<file path="config.mk">
export PLATFORM = sky130hd
export DESIGN_NAME = smbus_dac_rx
export DESIGN_NICKNAME = d
export VERILOG_FILES = /design/src/hw/smbus_dac_rx.v
export VERILOG_INCLUDE_DIRS = /design/src /design/src/pkg
export SDC_FILE = /design/constraint.sdc
export NUM_CORES = 1
export LEC_CHECK = 0
export BUFFER_PORTS_ARGS = -buffer_cell sky130_fd_sc_hd__buf_2
export CORE_MARGIN = 1.5
export CORE_UTILIZATION = 45
export CTS_CLUSTER_DIAMETER = 120
export CTS_CLUSTER_SIZE = 10
export DETAILED_ROUTE_END_ITERATION = 10
export HOLD_SLACK_MARGIN = 0.03
export PLACE_DENSITY = 0.6
export SLEW_MARGIN = 20
export SYNTH_ARGS = -nofsm -noshare
export SYNTH_HDL_FRONTEND = slang
export SYNTH_SLANG_ARGS = --single-unit
</file>
<file path="constraint.sdc">
create_clock -name i_clk -period 2.1 [get_ports i_clk]
set_input_delay 0.63 -clock i_clk [delete_from_list [all_inputs] [get_ports i_clk]]
set_output_delay 0.63 -clock i_clk [all_outputs]
set_load 0.01 [all_outputs]
</file>
<file path="src/pkg/smbus_dac_map.vh">
// Constants for the two-wire DAC receiver: addresses, command bits, frame counts.
// Assumes inclusion by the receiver module and the bench; no logic here.
`ifndef SMBUS_DAC_MAP_VH
`define SMBUS_DAC_MAP_VH
`define SYNC_ADDR 7'h7E
`define OWN_ADDR_DEFAULT 7'h20
`define CMD_SYNC_MODE_BIT 0
`define CMD_POWER_DOWN_BIT 1
`define CMD_REF_SEL_BIT 2
`define CMD_RESET 3'h0
`define CODE_RESET 10'h000
`define BITS_PER_BYTE 4'h8
`define ACK_SLOT 4'h9
`endif

</file>
<file path="src/hw/smbus_dac_rx.v">
// Receive-only two-wire slave front end of a 10-bit DAC: command, word write, sync quick command.
// Assumes SCL and SDA are asynchronous pins; both are double-registered on i_clk before any use.
// Operation
// - Low data byte bits 7..0 are DAC code bits 7..0.
// - High data byte: only bits 1,0 used as code bits 9,8.
// - Send Byte frame updates command settings; it moves the code only at STOP when it clears sync mode over a pending word.
// - START/STOP after command ack, before last ack: keep command, drop data.
// - START/STOP before command ack: discard command, keep old settings.
// - Respond also to shared sync address 1111 110.
// - Sync access is quick command: address, option bit, ack, stop.
// - Option bit 1 acts only when sync-update mode was set.
// - Valid sync update loads output latches at SCL rise in ack.
// - Option bit 0 clears the device regardless of sync mode.
// - Clear resets the input and output code latches at SCL rise during sync ack; command bits are kept.
// - Word write: command, low, high bytes, each acked and latched.
// - Sync mode clear: STOP copies input registers to outputs.
// - Command bit 0 selects sync-update mode, reset value 0.
// - Bit 1 power-down, bit 2 reference select; power-down applies on STOP.
`timescale 1ns/1ps
`include "smbus_dac_map.vh"
module smbus_dac_rx #(
   parameter [6:0] OWN_ADDR = `OWN_ADDR_DEFAULT
) (
   input wire i_clk,
   input wire i_rst_n,
   input wire i_scl,
   input wire i_sda,
   output reg o_sda_out,
   output reg o_sda_oe,
   output reg [9:0] o_dac_code,
   output reg o_power_down,
   output reg o_internal_ref_select,
   output reg o_sync_update_mode
);
   localparam [4:0] ST_IDLE = 5'h01;
   localparam [4:0] ST_ADDR = 5'h02;
   localparam [4:0] ST_CMD = 5'h04;
   localparam [4:0] ST_DATA = 5'h08;
   localparam [4:0] ST_SKIP = 5'h10;
   // Idle waits for START; ADDR, CMD and DATA count bits and the ack slot
   // SKIP ignores everything up to the next START or STOP
   // Only START and STOP leave SKIP, so a foreign frame can never be half-decoded

   // Pin synchronisers plus one delayed copy for edge finding
   reg scl_s1_q;
   reg scl_s2_q;
   reg scl_prev_q;
   reg sda_s1_q;
   reg sda_s2_q;
   reg sda_prev_q;
   reg [4:0] state_q;
   reg [3:0] bit_cnt_q;
   reg [7:0] shift_q;
   reg byte_idx_q;
   reg ack_q;
   reg sync_hit_q;
   reg [2:0] cmd_q;
   reg [2:0] cmd_applied_q;
   reg [7:0] low_in_q;
   // Low byte waits here until the high byte is acked, so a cut word leaves old data
   reg [7:0] low_tmp_q;
   reg [1:0] high_in_q;
   reg word_done_q;
   reg pending_q;
   reg cmd_pending_q;

   wire scl_rise = scl_s2_q & ~scl_prev_q;
   wire scl_fall = ~scl_s2_q & scl_prev_q;
   wire start_det = scl_s2_q & scl_prev_q & sda_prev_q & ~sda_s2_q;
   wire stop_det = scl_s2_q & scl_prev_q & ~sda_prev_q & sda_s2_q;
   wire [7:0] shift_d = {shift_q[6:0], sda_s2_q};

   // Address byte is answered for the sync address with either option bit,
   // and for the own address only with the write bit clear
   function addr_hit;
      input [7:0] b;
      input [6:0] own;
      begin
         addr_hit = (b[7:1] == `SYNC_ADDR) || (b[7:1] == own && !b[0]);
      end
   endfunction

   // Edges are found one clock after the second flop, so every pin event
   // is acted on three clocks late; SCL phases must outlast that delay
   always @(posedge i_clk or negedge i_rst_n) begin
      if (!i_rst_n) begin
         scl_s1_q <= 1'b1;
         scl_s2_q <= 1'b1;
         scl_prev_q <= 1'b1;
         sda_s1_q <= 1'b1;
         sda_s2_q <= 1'b1;
         sda_prev_q <= 1'b1;
      end else begin
         scl_s1_q <= i_scl;
         scl_s2_q <= scl_s1_q;
         scl_prev_q <= scl_s2_q;
         sda_s1_q <= i_sda;
         sda_s2_q <= sda_s1_q;
         sda_prev_q <= sda_s2_q;
      end
   end

   always @(posedge i_clk or negedge i_rst_n) begin
      if (!i_rst_n) begin
         state_q <= ST_IDLE;
         bit_cnt_q <= 4'h0;
         shift_q <= 8'h00;
         byte_idx_q <= 1'b0;
         ack_q <= 1'b0;
         sync_hit_q <= 1'b0;
         cmd_q <= `CMD_RESET;
         cmd_applied_q <= `CMD_RESET;
         low_in_q <= 8'h00;
         low_tmp_q <= 8'h00;
         high_in_q <= 2'h0;
         word_done_q <= 1'b0;
         pending_q <= 1'b0;
         cmd_pending_q <= 1'b0;
         o_sda_out <= 1'b0;
         o_sda_oe <= 1'b0;
         o_dac_code <= `CODE_RESET;
         o_power_down <= 1'b0;
         o_internal_ref_select <= 1'b0;
         o_sync_update_mode <= 1'b0;
      end else begin
         o_sda_out <= 1'b0;
         o_sync_update_mode <= cmd_q[`CMD_SYNC_MODE_BIT];
         o_internal_ref_select <= cmd_q[`CMD_REF_SEL_BIT];
         if (start_det || stop_det) begin
            // Partial bytes are simply abandoned; only acked bytes were stored
            o_sda_oe <= 1'b0;
            ack_q <= 1'b0;
            bit_cnt_q <= 4'h0;
            byte_idx_q <= 1'b0;
            state_q <= start_det ? ST_ADDR : ST_IDLE;
            if (stop_det && cmd_pending_q) begin
               o_power_down <= cmd_q[`CMD_POWER_DOWN_BIT];
               cmd_pending_q <= 1'b0;
            end
            if (stop_det && pending_q && !cmd_q[`CMD_SYNC_MODE_BIT]) begin
               o_dac_code <= {high_in_q, low_in_q};
               pending_q <= 1'b0;
            end
            word_done_q <= 1'b0;
         end else begin
            if (scl_rise && state_q != ST_IDLE && state_q != ST_SKIP) begin
               if (bit_cnt_q < `BITS_PER_BYTE) begin
                  shift_q <= shift_d;
                  bit_cnt_q <= bit_cnt_q + 4'h1;
               end else if (ack_q) begin
                  // Ninth rising edge: acked byte takes effect here
                  bit_cnt_q <= bit_cnt_q + 4'h1;
                  if (state_q == ST_ADDR && sync_hit_q) begin
                     if (!shift_q[0]) begin
                        // Clear wins over any pending word; command bits are kept
                        o_dac_code <= `CODE_RESET;
                        low_in_q <= 8'h00;
                        low_tmp_q <= 8'h00;
                        high_in_q <= 2'h0;
                        pending_q <= 1'b0;
                     end else if (cmd_q[`CMD_SYNC_MODE_BIT] && pending_q) begin
                        o_dac_code <= {high_in_q, low_in_q};
                        pending_q <= 1'b0;
                     end
                  end else if (state_q == ST_CMD) begin
                     cmd_q <= shift_q[2:0];
                     cmd_pending_q <= 1'b1;
                  end else if (state_q == ST_DATA && !byte_idx_q) begin
                     word_done_q <= 1'b0;
                     low_tmp_q <= shift_q;
                  end else if (state_q == ST_DATA) begin
                     // Both halves enter the input registers together
                     low_in_q <= low_tmp_q;
                     high_in_q <= shift_q[1:0];
                     word_done_q <= 1'b1;
                     pending_q <= 1'b1;
                  end
               end
            end
            if (scl_fall && state_q != ST_IDLE && state_q != ST_SKIP) begin
               if (bit_cnt_q == `BITS_PER_BYTE) begin
                  if (state_q == ST_ADDR) begin
                     sync_hit_q <= (shift_q[7:1] == `SYNC_ADDR);
                     ack_q <= addr_hit(shift_q, OWN_ADDR);
                     // Raised in the low phase before the ninth pulse
                     o_sda_oe <= addr_hit(shift_q, OWN_ADDR);
                     if (!addr_hit(shift_q, OWN_ADDR)) begin
                        state_q <= ST_SKIP;
                     end
                  end else begin
                     // No ack once the word is complete; extra bytes are refused
                     ack_q <= 1'b1;
                     o_sda_oe <= (state_q != ST_DATA) || !word_done_q;
                  end
               end else if (bit_cnt_q == `ACK_SLOT) begin
                  // Released only after the ninth pulse has fallen
                  o_sda_oe <= 1'b0;
                  ack_q <= 1'b0;
                  bit_cnt_q <= 4'h0;
                  if (state_q == ST_ADDR) begin
                     state_q <= sync_hit_q ? ST_SKIP : ST_CMD;
                  end else if (state_q == ST_CMD) begin
                     state_q <= ST_DATA;
                  end else if (!byte_idx_q) begin
                     byte_idx_q <= 1'b1;
                  end else begin
                     state_q <= ST_SKIP;
                  end
               end
            end
         end
      end
   end
endmodule

</file>
# ---- Yosys cells after proc, flatten, opt, wreduce, memory -nomap -nowiden
# Cells that the tools add are included.
dict set report totals {
  ff_bits 64
  in_bits 4
  out_inout_bits 15
  elab_cells 188
}
dict set report op_classes {
  n_addsub 1
  n_lt_le_gt_ge 1
  eq_ne 26
  muxes 79
  n_bitwise 14
  n_reduce_logical 43
}
# cell count
set op_table {}
lappend op_table {{10-bit two-way mux} 8}
lappend op_table {{8-bit two-way mux} 8}
lappend op_table {{5-bit two-way mux} 10}
lappend op_table {{1-bit two-way mux} 40}
lappend op_table {{4-bit two-way mux} 7}
lappend op_table {{6-bit AND reduction} 4}
lappend op_table {{2-bit != test (second input constant)} 8}
lappend op_table {{8-bit AND reduction} 2}
lappend op_table {{2-bit nonzero test} 8}
lappend op_table {{2-bit two-way mux} 6}
lappend op_table {{1-bit logical AND} 11}
lappend op_table {{5-bit AND reduction} 2}
lappend op_table {{3-bit != test (second input constant)} 3}
lappend op_table {{3-bit nonzero test} 3}
lappend op_table {{4-bit equality test (second input constant)} 2}
lappend op_table {{1-bit AND} 7}
lappend op_table {{7-bit by 6-bit equality test with 1-bit output (second input constant)} 1}
lappend op_table {{7-bit equality test (second input constant)} 1}
lappend op_table {{1-bit NOT} 7}
lappend op_table {{7-bit AND reduction} 1}
lappend op_table {{5-bit by 2-bit equality test with 1-bit output (second input constant)} 1}
lappend op_table {{5-bit by 3-bit equality test with 1-bit output (second input constant)} 1}
lappend op_table {{5-bit by 4-bit equality test with 1-bit output (second input constant)} 1}
lappend op_table {{5-bit by 1-bit != test with 1-bit output (second input constant)} 1}
lappend op_table {{14 further kinds} 21}

# ---- Depth between registers and ports, before layout
# Gate-level depths: netlist (run 1).
dict set report depth {
  ltp_word 9
  ltp_mapped 7
  depth_no_buf 7
}

# ---- Worst setup path before layout (run 1)
# No wires, ideal clock.
dict set report synth_timing {
  kind {flip-flop to flip-flop}
  start {register state_q[0]}
  end {register high_in_q[1]}
  setup_time_ps 121
  t_arrival_ps 1702
  required_ps 1979
  setup_slack_ps 277
  path_stages_with_launch 6
  n_path_buf 0
  synth_period_minus_slack_ps 1823
  cell_sequence {dfstp_2 -> xor2_2 -> a211o_1 -> nor2_1 -> nand3_2 -> a22o_1}
}
dict set report synth_via {
  elab_chain_len 4
  word_cells_on_any_way 15
  cone_classes {eq/ne: 8; mux: 1; reduce/logical: 6}
}
# element line_no
set synth_lines {}
lappend synth_lines {{start: declaration} smbus_dac_rx.v:51} ;# reg [4:0] state_q;
lappend synth_lines {{start signal: assignment} smbus_dac_rx.v:135} ;# state_q <= start_det ? ST_ADDR : ST_IDLE;
lappend synth_lines {{start signal: assignment} smbus_dac_rx.v:201} ;# state_q <= sync_hit_q ? ST_SKIP : ST_CMD;
lappend synth_lines {{5-bit by 2-bit equality test with 1-bit output, or another cell as far along} smbus_dac_rx.v:153} ;# if (state_q == ST_ADDR && sync_hit_q) begin
lappend synth_lines {{1-bit logical AND (on tied branches)} {smbus_dac_rx.v:153, smbus_dac_rx.v:146, smbus_dac_rx.v:168}}
lappend synth_lines {{2-bit != test (no line), or another cell as far along} --}
lappend synth_lines {{8-bit AND reduction (no line)} --}
lappend synth_lines {{end signal: assignment} smbus_dac_rx.v:174} ;# high_in_q <= shift_q[1:0];
lappend synth_lines {{end: declaration} smbus_dac_rx.v:62} ;# reg [1:0] high_in_q;
# Several ways; a longest one is shown, not always the timed one.
# A chain may end at the register's enable or synchronous reset.

# ---- Worst setup path in the final report (run 1)
dict set report layout_timing {
  start {register state_q[0]}
  end {register low_in_q[1]}
}
dict set report layout_via {
  elab_chain_len 4
  word_cells_on_any_way 15
  cone_classes {eq/ne: 8; mux: 1; reduce/logical: 6}
}
# element line_no
set layout_lines {}
lappend layout_lines {{5-bit by 2-bit equality test with 1-bit output, or another cell as far along} smbus_dac_rx.v:153}
lappend layout_lines {{1-bit logical AND (on tied branches)} {smbus_dac_rx.v:153, smbus_dac_rx.v:146, smbus_dac_rx.v:168}}
lappend layout_lines {{2-bit != test (no line), or another cell as far along} --}
lappend layout_lines {{8-bit AND reduction (no line)} --}
lappend layout_lines {{end signal: assignment} smbus_dac_rx.v:173} ;# low_in_q <= low_tmp_q;
lappend layout_lines {{end: declaration} smbus_dac_rx.v:59} ;# reg [7:0] low_in_q;
# Several ways; a longest one is shown, not always the timed one.

==> qor.yml, run 1 <==
worst_setup_path:
  criticalPathCategory: "reg2reg"
  r2r_cells: 5
  crit_start: "state_q[0]$_DFFE_PN1P_"
  startpoint_type: "flip-flop"
  reg2reg_to: "low_in_q[1]$_DFFE_PN0P_"
  rrSetupSlack_ns: 0.17
  cp_cell_sequence: "xor2_2 -> a211o_1 -> nor2_1 -> nand3_2 -> a22o_1"
  reg2reg_from: "state_q[0]$_DFFE_PN1P_"
  worst-endpoint-required_ns: 2.33
  cp_max_fo: 9
  worstSetupEndpointType: "flip-flop"
  crit_family: "flip-flops"
  path_buf_inv: 0
  cpPeakStageDelay_ns: 0.65
  critPathArrivalTime_ns: 2.16
  cp_slowest_cell: "dfstp_2"
clock_network:
  postCtsHoldBufs: 0
  cts.sinks: 64
  cts.clk_slew.worst_paths_ns: 0.07
  cts_tree: "done"
  ctsHtreeMaxLevel: 3
  cts_buffers: 9
  cts_root_buf: "clkbuf_8"
  worstSkewPairLatency_ns: 0.34
  clock_path_buffers: 2
floorplan:
  core_area_um2: 6026
  die_x_um: 82.76
  chipHeight_um: 82.76
  start_util: 0.4751
  row_count: 28
  die_area_um2: 6849
  io_pins: 19
placement:
  dp.cells: 366
  post-dp-hpwl_um: 3978
  gp_congestion: 0.8629
  pre_cts_ws_ns: 0.1832
  portBuffers: 17
routing:
  drc: 0
  drt_first_pass_iters: 4
  vias: 1981
  drt_iter0_drc: 138
  ant_nets: 0
  viasPerCell: 5.186
  detail_route.wirelength_um: 5434
  wl_per_cell_um: 14.23
yosys:
  synth_seq_cells: 64
  post_synth.cell_area_avg_um2: 10.88
  netlist_instances: 263
  seq_area_frac_synth: 0.5625
  synth_warnings: 0
  netlist_area_um2: 2863
  synth_cell_type_count: 51
  ys.flop_type: "dfrtp_1"
  synth-edff-count: 0
  syn_nets: 270
  synth_async_sr_flop_share: 1.000
cells_and_area:
  n_fill_cell: 538
  area_growth_pct: 17.31
  final_cell_mix: "57 x dfrtp_1, 42 x nand2_1, 18 x inv_1"
  finalNetCount: 309
  final_common_cell: "dfrtp_1"
  diodes: 0
  final_cells: 382
  drive_gt1_frac: 0.2182
  postLayoutCoreUtil: 0.5573
sta:
  fin_worst_skew_ns: 0.009092
  fmax_mhz: 518.5
  drv_slew: 0
  whs_ns: 0.2624
  timing.setup.tns_ns: 0
  setup_viol: 0
  worst_slew_pin_slew_ns: 0.7103
  rsz0062_at_grt: "no"
  max-slew-margin-rel: 0.5256
  finalHoldViolations: 0
  finalCritPeriodShare: 0.9184
  timing.final.crit_period_ns: 1.929
  timing.final.ws_setup_ns: 0.1714
global_route:
  grt_start_max_net_pins: 25
  grt_usage: 0.1879
  grt_pass1_wl_um: 9453
  overflow: 0
  antenna_found_initial: 0
  grt_pass1_vias: 1936
flow_run:
  max_cap_violations: 0
status:
  status: "completed"
power_and_ir_drop:
  total_leakage_power_nw: 1.526
  pwr_density_cell_nw_per_um2: 861.3
  ir_worst_vdd_v: 0.0005041
hold_path:
  worstHoldPathType: "in2async"
==> sequential cells by signal, summed over array words and instances, names as in the netlist, 2 cells and up <==
register    count
state_q         5
cmd_q           3
low_in_q        8
bit_cnt_q       4
o_dac_code     10
low_tmp_q       8
shift_q         8
high_in_q       2
==> cell families after synthesis <==
| logic type | Yosys count | synth area share |
|---|---|---|
| xor gates and xnor gates | 5 | 0.01792 |
| and+or+nand+nor | 89 | 0.1543 |
| other | 1 | 0.001310 |
| adders and majority gates | 3 | 0.01311 |
| buffers and inverters | 26 | 0.03977 |
| muxes | 23 | 0.08523 |
| AOI/OAI and AO/OA | 52 | 0.1259 |
| DFF | 64 | 0.5625 |
==> through the flow <==
stage          total power [W]  instance area, um^2
2_1_floorplan         0.001776                 2863
3_3_place_gp          0.001940                 3159
3_5_place_dp          0.001960                 3159
4_1_cts               0.002920                 3342
5_1_grt               0.003071                 3358
6_report              0.002892                 3358
==> where the power goes <==
| group | internal [W] | switching (W) |
|---|---|---|
| Combinational | 0.000196 | 0.000248 |
| Sequential | 0.00135 | 0.000147 |
| Clock | 0.000461 | 0.000490 |
| Total | 0.00201 | 0.000885 |
==> what timing repair did <==
| item | CTS | global route |
|---|---|---|
| buffers inserted | 0 | 0 |
| setup endpoints to repair | 0 | 18 |
| gates resized for setup | 0 | 3 |
==> area by class of cell <==
| class | instances | area, um^2 | share of cell area |
|---|---|---|---|
| inverter | 19 | 71.32 | 0.02124 |
| clock buffer | 10 | 137.6 | 0.04098 |
| tap | 75 | 93.84 | 0.02794 |
| clock inverter | 6 | 45.04 | 0.01341 |
| timing repair buffer | 35 | 249.0 | 0.07414 |
| multi-input combinational | 173 | 1151 | 0.3428 |
| sequential | 64 | 1610 | 0.4795 |
==> per-layer routing <==
layer / share of wire / wire length (um) / track usage
met5: 0 / 0 / 0
met4: 0.020 / 109 / 0.09000
met3: 0.032 / 176 / 0.04286
met2: 0.45 / 2420 / 0.2870
met1: 0.50 / 2727 / 0.2523
==> cell usage after synthesis (4+ instances only) <==
master | instances | area share
mux2i_1 | 12 | 0.042
a22o_1 | 9 | 0.028
nor2_1 | 14 | 0.018
mux2_1 | 11 | 0.043
nand2_1 | 42 | 0.055
buf_2 | 4 | 0.0070
o21ai_1 | 13 | 0.023
dfstp_2 | 7 | 0.064
dfrtp_1 | 57 | 0.50
inv_1 | 18 | 0.024
a21oi_1 | 9 | 0.016
nand3_1 | 7 | 0.012
==> worst max-delay path by stage <==
stage / endpoint / slack (ns) / cells after the start
floorplan: high_in_q[1]$_DFFE_PN0P_ / 0.28 / 5
finish: low_in_q[1]$_DFFE_PN0P_ / 0.17 / 5
CTS: state_q[2]$_DFFE_PN0P_ / 0.16 / 6
global route: low_in_q[1]$_DFFE_PN0P_ / 0.02 / 5
global placement: o_dac_code[4]$_DFFE_PN0P_ / 0.20 / 6
detailed placement: state_q[4]$_DFFE_PN0P_ / 0.18 / 6
(Power assumes the default switching activity.)
==> run 2: changes to the inputs <==
PLACE_DENSITY = 0.63   (was 0.6)
clock period = 1.55 ns   (was 2.1 ns; I/O delays follow)
==> qor.yml, run 2 (same netlist as run 1, synthesis figures left out) <==
sta:
  rsz0062_at_grt: "yes"
  finalCritPeriodShare: 1.215  # +0.2969
  timing.final.ws_setup_ns: -0.3336  # -0.5050 ns
  whs_ns: 0.03245  # -0.2299 ns
  setup_viol: 54  # +54
  fin_worst_skew_ns: 0.008727  # -0.0003654 ns
  timing.final.crit_period_ns: 1.884  # -0.04497 ns
  drv_slew: 0  # unchanged
  fmax_mhz: 530.9  # +2.4%
  finalHoldViolations: 0  # unchanged
floorplan:
  core_area_um2: 6026  # unchanged
  io_pins: 19  # unchanged
  die_area_um2: 6849  # unchanged
  row_count: 28  # unchanged
  chipHeight_um: 82.76  # unchanged
  die_x_um: 82.76  # unchanged
  start_util: 0.4751  # unchanged
clock_network:
  clock_path_buffers: 2  # unchanged
  cts_root_buf: "clkbuf_8"
  cts_tree: "done"
  cts.clk_slew.worst_paths_ns: 0.07  # about the same
  cts.sinks: 64  # unchanged
  ctsHtreeMaxLevel: 3  # unchanged
  cts_buffers: 9  # unchanged
  worstSkewPairLatency_ns: 0.35  # about the same
power_and_ir_drop:
  pwr_density_cell_nw_per_um2: 1117  # +30%
  seqPwrFrac: 0.431  # -0.087
  switching_share: 0.3027  # -0.003254
  comb_power_share: 0.249  # +0.096
  ir_worst_vdd_v: 0.0007335  # +45%
  internal_power_w: 0.003187  # +59%
  total_leakage_power_nw: 1.852  # +21%
  p_sw_w: 0.001383  # +56%
  power.share.clock: 0.320  # -0.009
cells_and_area:
  area_growth_pct: 42.92
  multi_input_area_um2: 1399  # +22%
  final_cell_mix: "57 x buf_4, 56 x dfrtp_1, 38 x nand2_1"
  finalNetCount: 361  # +17%
  n_fill_cell: 458  # -15%
  postLayoutCoreUtil: 0.6790  # +0.1217
  final-seq-area_um2: 1612  # about the same
  drive_gt1_frac: 0.4178  # +0.1996
  final_common_cell: "buf_4"
  top_register: "o_dac_code"
  largest_reg_flops: 10  # unchanged
  diodes: 0  # unchanged
status:
  status: "finished with violations"
  failed_checks: "setup timing"
global_route:
  grt_start_max_net_pins: 33  # +32%
  grt_pass1_vias: 2106  # +8.8%
  overflow: 0  # unchanged
  antenna_found_initial: 0  # unchanged
  grt_pass1_wl_um: 10410  # +10%
  grt_usage: 0.2102  # +0.02230
worst_setup_path:
  reg2reg_from: "state_q[4]$_DFFE_PN0P_"
  cp_slowest_cell: "dfrtp_1"
  crit_family: "compound AO/OA/AOI/OAI gates"
  cp_cell_sequence: "buf_6 -> xor2_4 -> a211o_1 -> o31a_1 -> a21oi_4 -> clkbuf_16 -> mux2i_1"
  rrSetupSlack_ns: -0.33  # -0.51 ns
  startpoint_type: "flip-flop"
  r2r_cells: 7  # +2
  criticalPathCategory: "reg2reg"
  worstSetupEndpointType: "flip-flop"
  setup.worst_path.end: "o_dac_code[1]$_DFFE_PN0P_"
  path_buf_inv: 2  # +2
  cpPeakStageDelay_ns: 0.40  # -0.25 ns
  worstSetupPathDepth: 7  # +2
  cp_max_fo: 5  # -4
  critPathArrivalTime_ns: 2.16  # about the same
  crit_start: "state_q[4]$_DFFE_PN0P_"
  worst-endpoint-required_ns: 1.83  # -0.50 ns
  reg2reg_to: "o_dac_code[1]$_DFFE_PN0P_"
hold_path:
  worstHoldPathType: "in2async"
placement:
  post-dp-hpwl_um: 4303  # +8.2%
  gp_congestion: 0.8609  # -0.23%
  portBuffers: 17  # unchanged
  pre_cts_ws_ns: -0.2559  # -0.4391 ns
routing:
  drc: 0  # unchanged
  ant_nets: 0  # unchanged
  drt_iter0_drc: 79  # -43%
  viasPerCell: 5.164  # -0.43%
  vias: 2241  # +13%
  detail_route.wirelength_um: 6635  # +22%
  wl_per_cell_um: 15.29  # +7.5%
  drt_first_pass_iters: 4  # unchanged
flow_run:
  max_cap_violations: 0  # unchanged
## run 2: cell types whose count changed in the layout (fill, tap and decap cells not counted), sizes merged
cell / previous run / this run
clkbuf: 10 / 11
clkinvlp: 3 / 2
inv: 18 / 19
bufinv: 0 / 1
buf: 35 / 86
clkinv: 4 / 3
## run 2: layout make-up
class / count / share of cell area
clock buffers: 10 / 0.03364
clock inverters: 6 / 0.01651
inverters: 19 / 0.01743
multi-input cells: 173 / 0.3419
flip-flops and latches: 64 / 0.3939
well taps: 75 / 0.02294
repair buffers: 87 / 0.1737
## run 2: worst min-delay path by stage
stage / to / slack, ns / start / cells past startpoint
2_1_floorplan: ack_q$_DFFE_PN0P_ / 0.17 / i_rst_n / 0
3_3_place_gp: sda_s2_q$_DFF_PN1_ / 0.35 / sda_s1_q$_DFF_PN1_ / 0
3_5_place_dp: scl_s2_q$_DFF_PN1_ / 0.35 / scl_s1_q$_DFF_PN1_ / 0
4_1_cts: o_dac_code[8]$_DFFE_PN0P_ / 0.04 / i_rst_n / 1
5_1_grt: o_dac_code[9]$_DFFE_PN0P_ / 0.06 / i_rst_n / 1
6_report: o_dac_code[2]$_DFFE_PN0P_ / 0.03 / i_rst_n / 1
## run 2: worst reg2reg max path, cell delays in order (launching register included)
cell and delay (ns):
dfrtp_1 0.40, buf_6 0.14, xor2_4 0.19, a211o_1 0.34, o31a_1 0.15, a21oi_4 0.23, clkbuf_16 0.20, mux2i_1 0.17
## run 2: stage by stage
stage          instances  cell area [um^2]  TNS (ns)  power, W
2_1_floorplan        263              2884    -8.171  0.002415
3_3_place_gp         402              3482    -9.819  0.002895
3_5_place_dp         402              3482    -10.53  0.002919
4_1_cts              428              3892    -10.81  0.004473
5_1_grt              434              4091    -16.10  0.004784
6_report             434              4091    -12.15  0.004570
## run 2: what timing repair did
item / CTS / global route
buffers inserted: 9 / 6
pin swaps: 8 / 18
setup endpoints to repair: 55 / 56
gates cloned: 1 / 1
resized for setup: 22 / 29
endpoints found under the hold margin: 0 / 0
hold buffers: 0 / 0
## run 2: power by group through the flow
stage / Combinational, W / Sequential (W) / Clock [W]
after floorplan: 0.000422 / 0.00199 / 0
after global placement: 0.000926 / 0.00197 / 0
after detailed placement: 0.000948 / 0.00197 / 0
after CTS: 0.00104 / 0.00195 / 0.00149
after global routing: 0.00124 / 0.00198 / 0.00156
final: 0.00114 / 0.00197 / 0.00146
## run 2: metal layers
layer,track usage,wire length [um],vias up
li1,-,-,1104
met1,0.2766,2945,1100
met2,0.3358,3415,28
met3,0.04066,150,9
met4,0.09500,123,0
met5,0,0,-
==> run 3: changes to the inputs <==
clock period = 1.6 ns   (was 1.55 ns; I/O delays follow)
==> qor.yml, run 3 (same netlist as run 1, synthesis figures left out) <==
flow_run:
  max_cap_violations: 0  # unchanged
routing:
  ant_nets: 0  # unchanged
  drt_iter0_drc: 112  # +42%
  vias: 2223  # -0.80%
  viasPerCell: 5.218  # +1.1%
  detail_route.wirelength_um: 6686  # +0.77%
  wl_per_cell_um: 15.69  # +2.7%
  drc: 0  # unchanged
  drt_first_pass_iters: 4  # unchanged
sta:
  finalHoldViolations: 0  # unchanged
  fmax_mhz: 546.9  # +3.0%
  drv_slew: 0  # unchanged
  rsz0062_at_grt: "yes"
  timing.final.ws_setup_ns: -0.2284  # +0.1052 ns
  fin_worst_skew_ns: 0.01327  # +0.004544 ns
  finalCritPeriodShare: 1.143  # -0.07247
  timing.final.crit_period_ns: 1.828  # -0.05519 ns
  setup_viol: 51  # -5.6%
floorplan:
  core_area_um2: 6026  # unchanged
  chipHeight_um: 82.76  # unchanged
  row_count: 28  # unchanged
  start_util: 0.4751  # unchanged
  die_area_um2: 6849  # unchanged
  die_x_um: 82.76  # unchanged
  io_pins: 19  # unchanged
power_and_ir_drop:
  pwr_density_cell_nw_per_um2: 1114  # -0.29%
  internal_power_w: 0.003057  # -4.1%
  ir_worst_vdd_v: 0.0006528  # -11%
  p_sw_w: 0.001319  # -4.7%
  switching_share: 0.3013  # -0.001350
  seqPwrFrac: 0.437  # +0.006
  power.share.clock: 0.328  # +0.008
  total_leakage_power_nw: 1.778  # -4.0%
  comb_power_share: 0.235  # -0.014
  power.total_w: 0.004376  # -4.3%
cells_and_area:
  drive_gt1_frac: 0.3761  # -0.04176
  diodes: 0  # unchanged
  final_cell_mix: "56 x dfrtp_1, 54 x buf_4, 39 x nand2_1"
  multi_input_area_um2: 1349  # -3.6%
  final_common_cell: "dfrtp_1"
  stdcell_area_um2: 3929  # -4.0%
  n_fill_cell: 490  # +7.0%
  finalNetCount: 353  # -2.2%
  final-seq-area_um2: 1612  # unchanged
  largest_reg_flops: 10  # unchanged
  top_register: "o_dac_code"
  area_growth_pct: 37.24
placement:
  portBuffers: 17  # unchanged
  gp_congestion: 0.8098  # -5.9%
  dpl_cell_area_um2: 3455  # -0.79%
  post-dp-hpwl_um: 4333  # +0.71%
worst_setup_path:
  cp_max_fo: 5  # unchanged
  cpPeakStageDelay_ns: 0.58  # +0.18 ns
  startpoint_type: "flip-flop"
  r2r_cells: 6  # -1
  cp_slowest_cell: "dfstp_2"
  worstSetupEndpointType: "flip-flop"
  cp_cell_sequence: "xor2_2 -> a211o_1 -> buf_4 -> nor2_4 -> nand3_4 -> a22o_1"
  criticalPathCategory: "reg2reg"
  worst-endpoint-required_ns: 1.83  # about the same
  critPathArrivalTime_ns: 2.06  # -0.10 ns
clock_network:
  cts_root_buf: "clkbuf_8"
  cts_buffers: 9  # unchanged
  clock_path_buffers: 2  # unchanged
  cts_tree: "done"
  ctsHtreeMaxLevel: 3  # unchanged
  postCtsHoldBufs: 0  # unchanged
  cts.clk_slew.worst_paths_ns: 0.08  # about the same
  cts.sinks: 64  # unchanged
  worstSkewPairLatency_ns: 0.35  # about the same
global_route:
  overflow: 0  # unchanged
  antenna_found_initial: 0  # unchanged
  grt_start_max_net_pins: 65  # +97%
  grt_pass1_vias: 2219  # +5.4%
  grt_usage: 0.2238  # +0.01361
  grt_pass1_wl_um: 11010  # +5.8%
status:
  status: "finished with violations"
  failed_checks: "setup timing"
hold_path:
  worstHoldPathType: "in2async"
run 3: cell type report:
cell class              count  share of cell area
clock inverters             6             0.01720
repair buffers             78              0.1522
clock buffers              10             0.03503
inverters                  19             0.01815
multi-input cells         174              0.3433
flip-flops and latches     64              0.4102
well taps                  75             0.02389
run 3: final timing paths:
kind / start / endpoint / slack [ns]
worst max-delay path: state_q[0]$_DFFE_PN1P_ / low_in_q[5]$_DFFE_PN0P_ / -0.23
worst min-delay path: i_rst_n / low_in_q[4]$_DFFE_PN0P_ / 0.13
min in group i_clk: i_sda / sda_s1_q$_DFF_PN1_ / 0.23
max in group asynchronous: i_rst_n / scl_s1_q$_DFF_PN1_ / 1.15
worst min register to register: scl_s1_q$_DFF_PN1_ / scl_s2_q$_DFF_PN1_ / 0.36
worst max register to register: state_q[0]$_DFFE_PN1P_ / low_in_q[5]$_DFFE_PN0P_ / -0.23
run 3: per-layer routing:
layer / share of wire / global-route usage / routed length [um]
met1: 0.46 / 0.2917 / 3096
met5: 0 / 0 / 0
met4: 0.019 / 0.1033 / 129
met2: 0.48 / 0.3618 / 3235
met3: 0.034 / 0.04066 / 224
run 3: worst max-delay path, delay by kind of cell, from the launching register on:
| family | cells | cell delay, ns |
|---|---|---|
| buffers and inverters | 1 | 0.16 |
| AOI/OAI and AO/OA | 2 | 0.57 |
| DFF | 1 | 0.58 |
| xor gates and xnor gates | 1 | 0.12 |
| and+or+nand+nor | 2 | 0.29 |
run 3: repair_timing:
item	4_1_cts	5_1_grt
pin swaps	9	3
endpoints found under the setup margin	51	56
gates cloned	3	0
gates resized for setup	30	6
setup buffers	6	2
run 3: power groups by stage:
stage	clock network [W]	logic [W]	registers (W)
after floorplan	0	0.000408	0.00193
after global placement	0	0.000885	0.00191
after detailed placement	0	0.000906	0.00192
after CTS	0.00146	0.00103	0.00191
after global routing	0.00154	0.00114	0.00194
final	0.00143	0.00103	0.00191
run 3: metrics by stage:
step	setup WS [ns]	hold WS, ns	cells	setup TNS, ns	util
after floorplan	-0.1830	0.1844	263	-6.015	-
after global placement	-0.2985	0.3475	400	-6.957	0.5733
after detailed placement	-0.2725	0.3475	400	-7.948	0.5733
after CTS	-0.2289	0.1383	424	-6.755	0.6466
after global routing	-0.3218	0.1540	426	-12.01	0.6520
final	-0.2284	0.1260	426	-6.996	0.6520
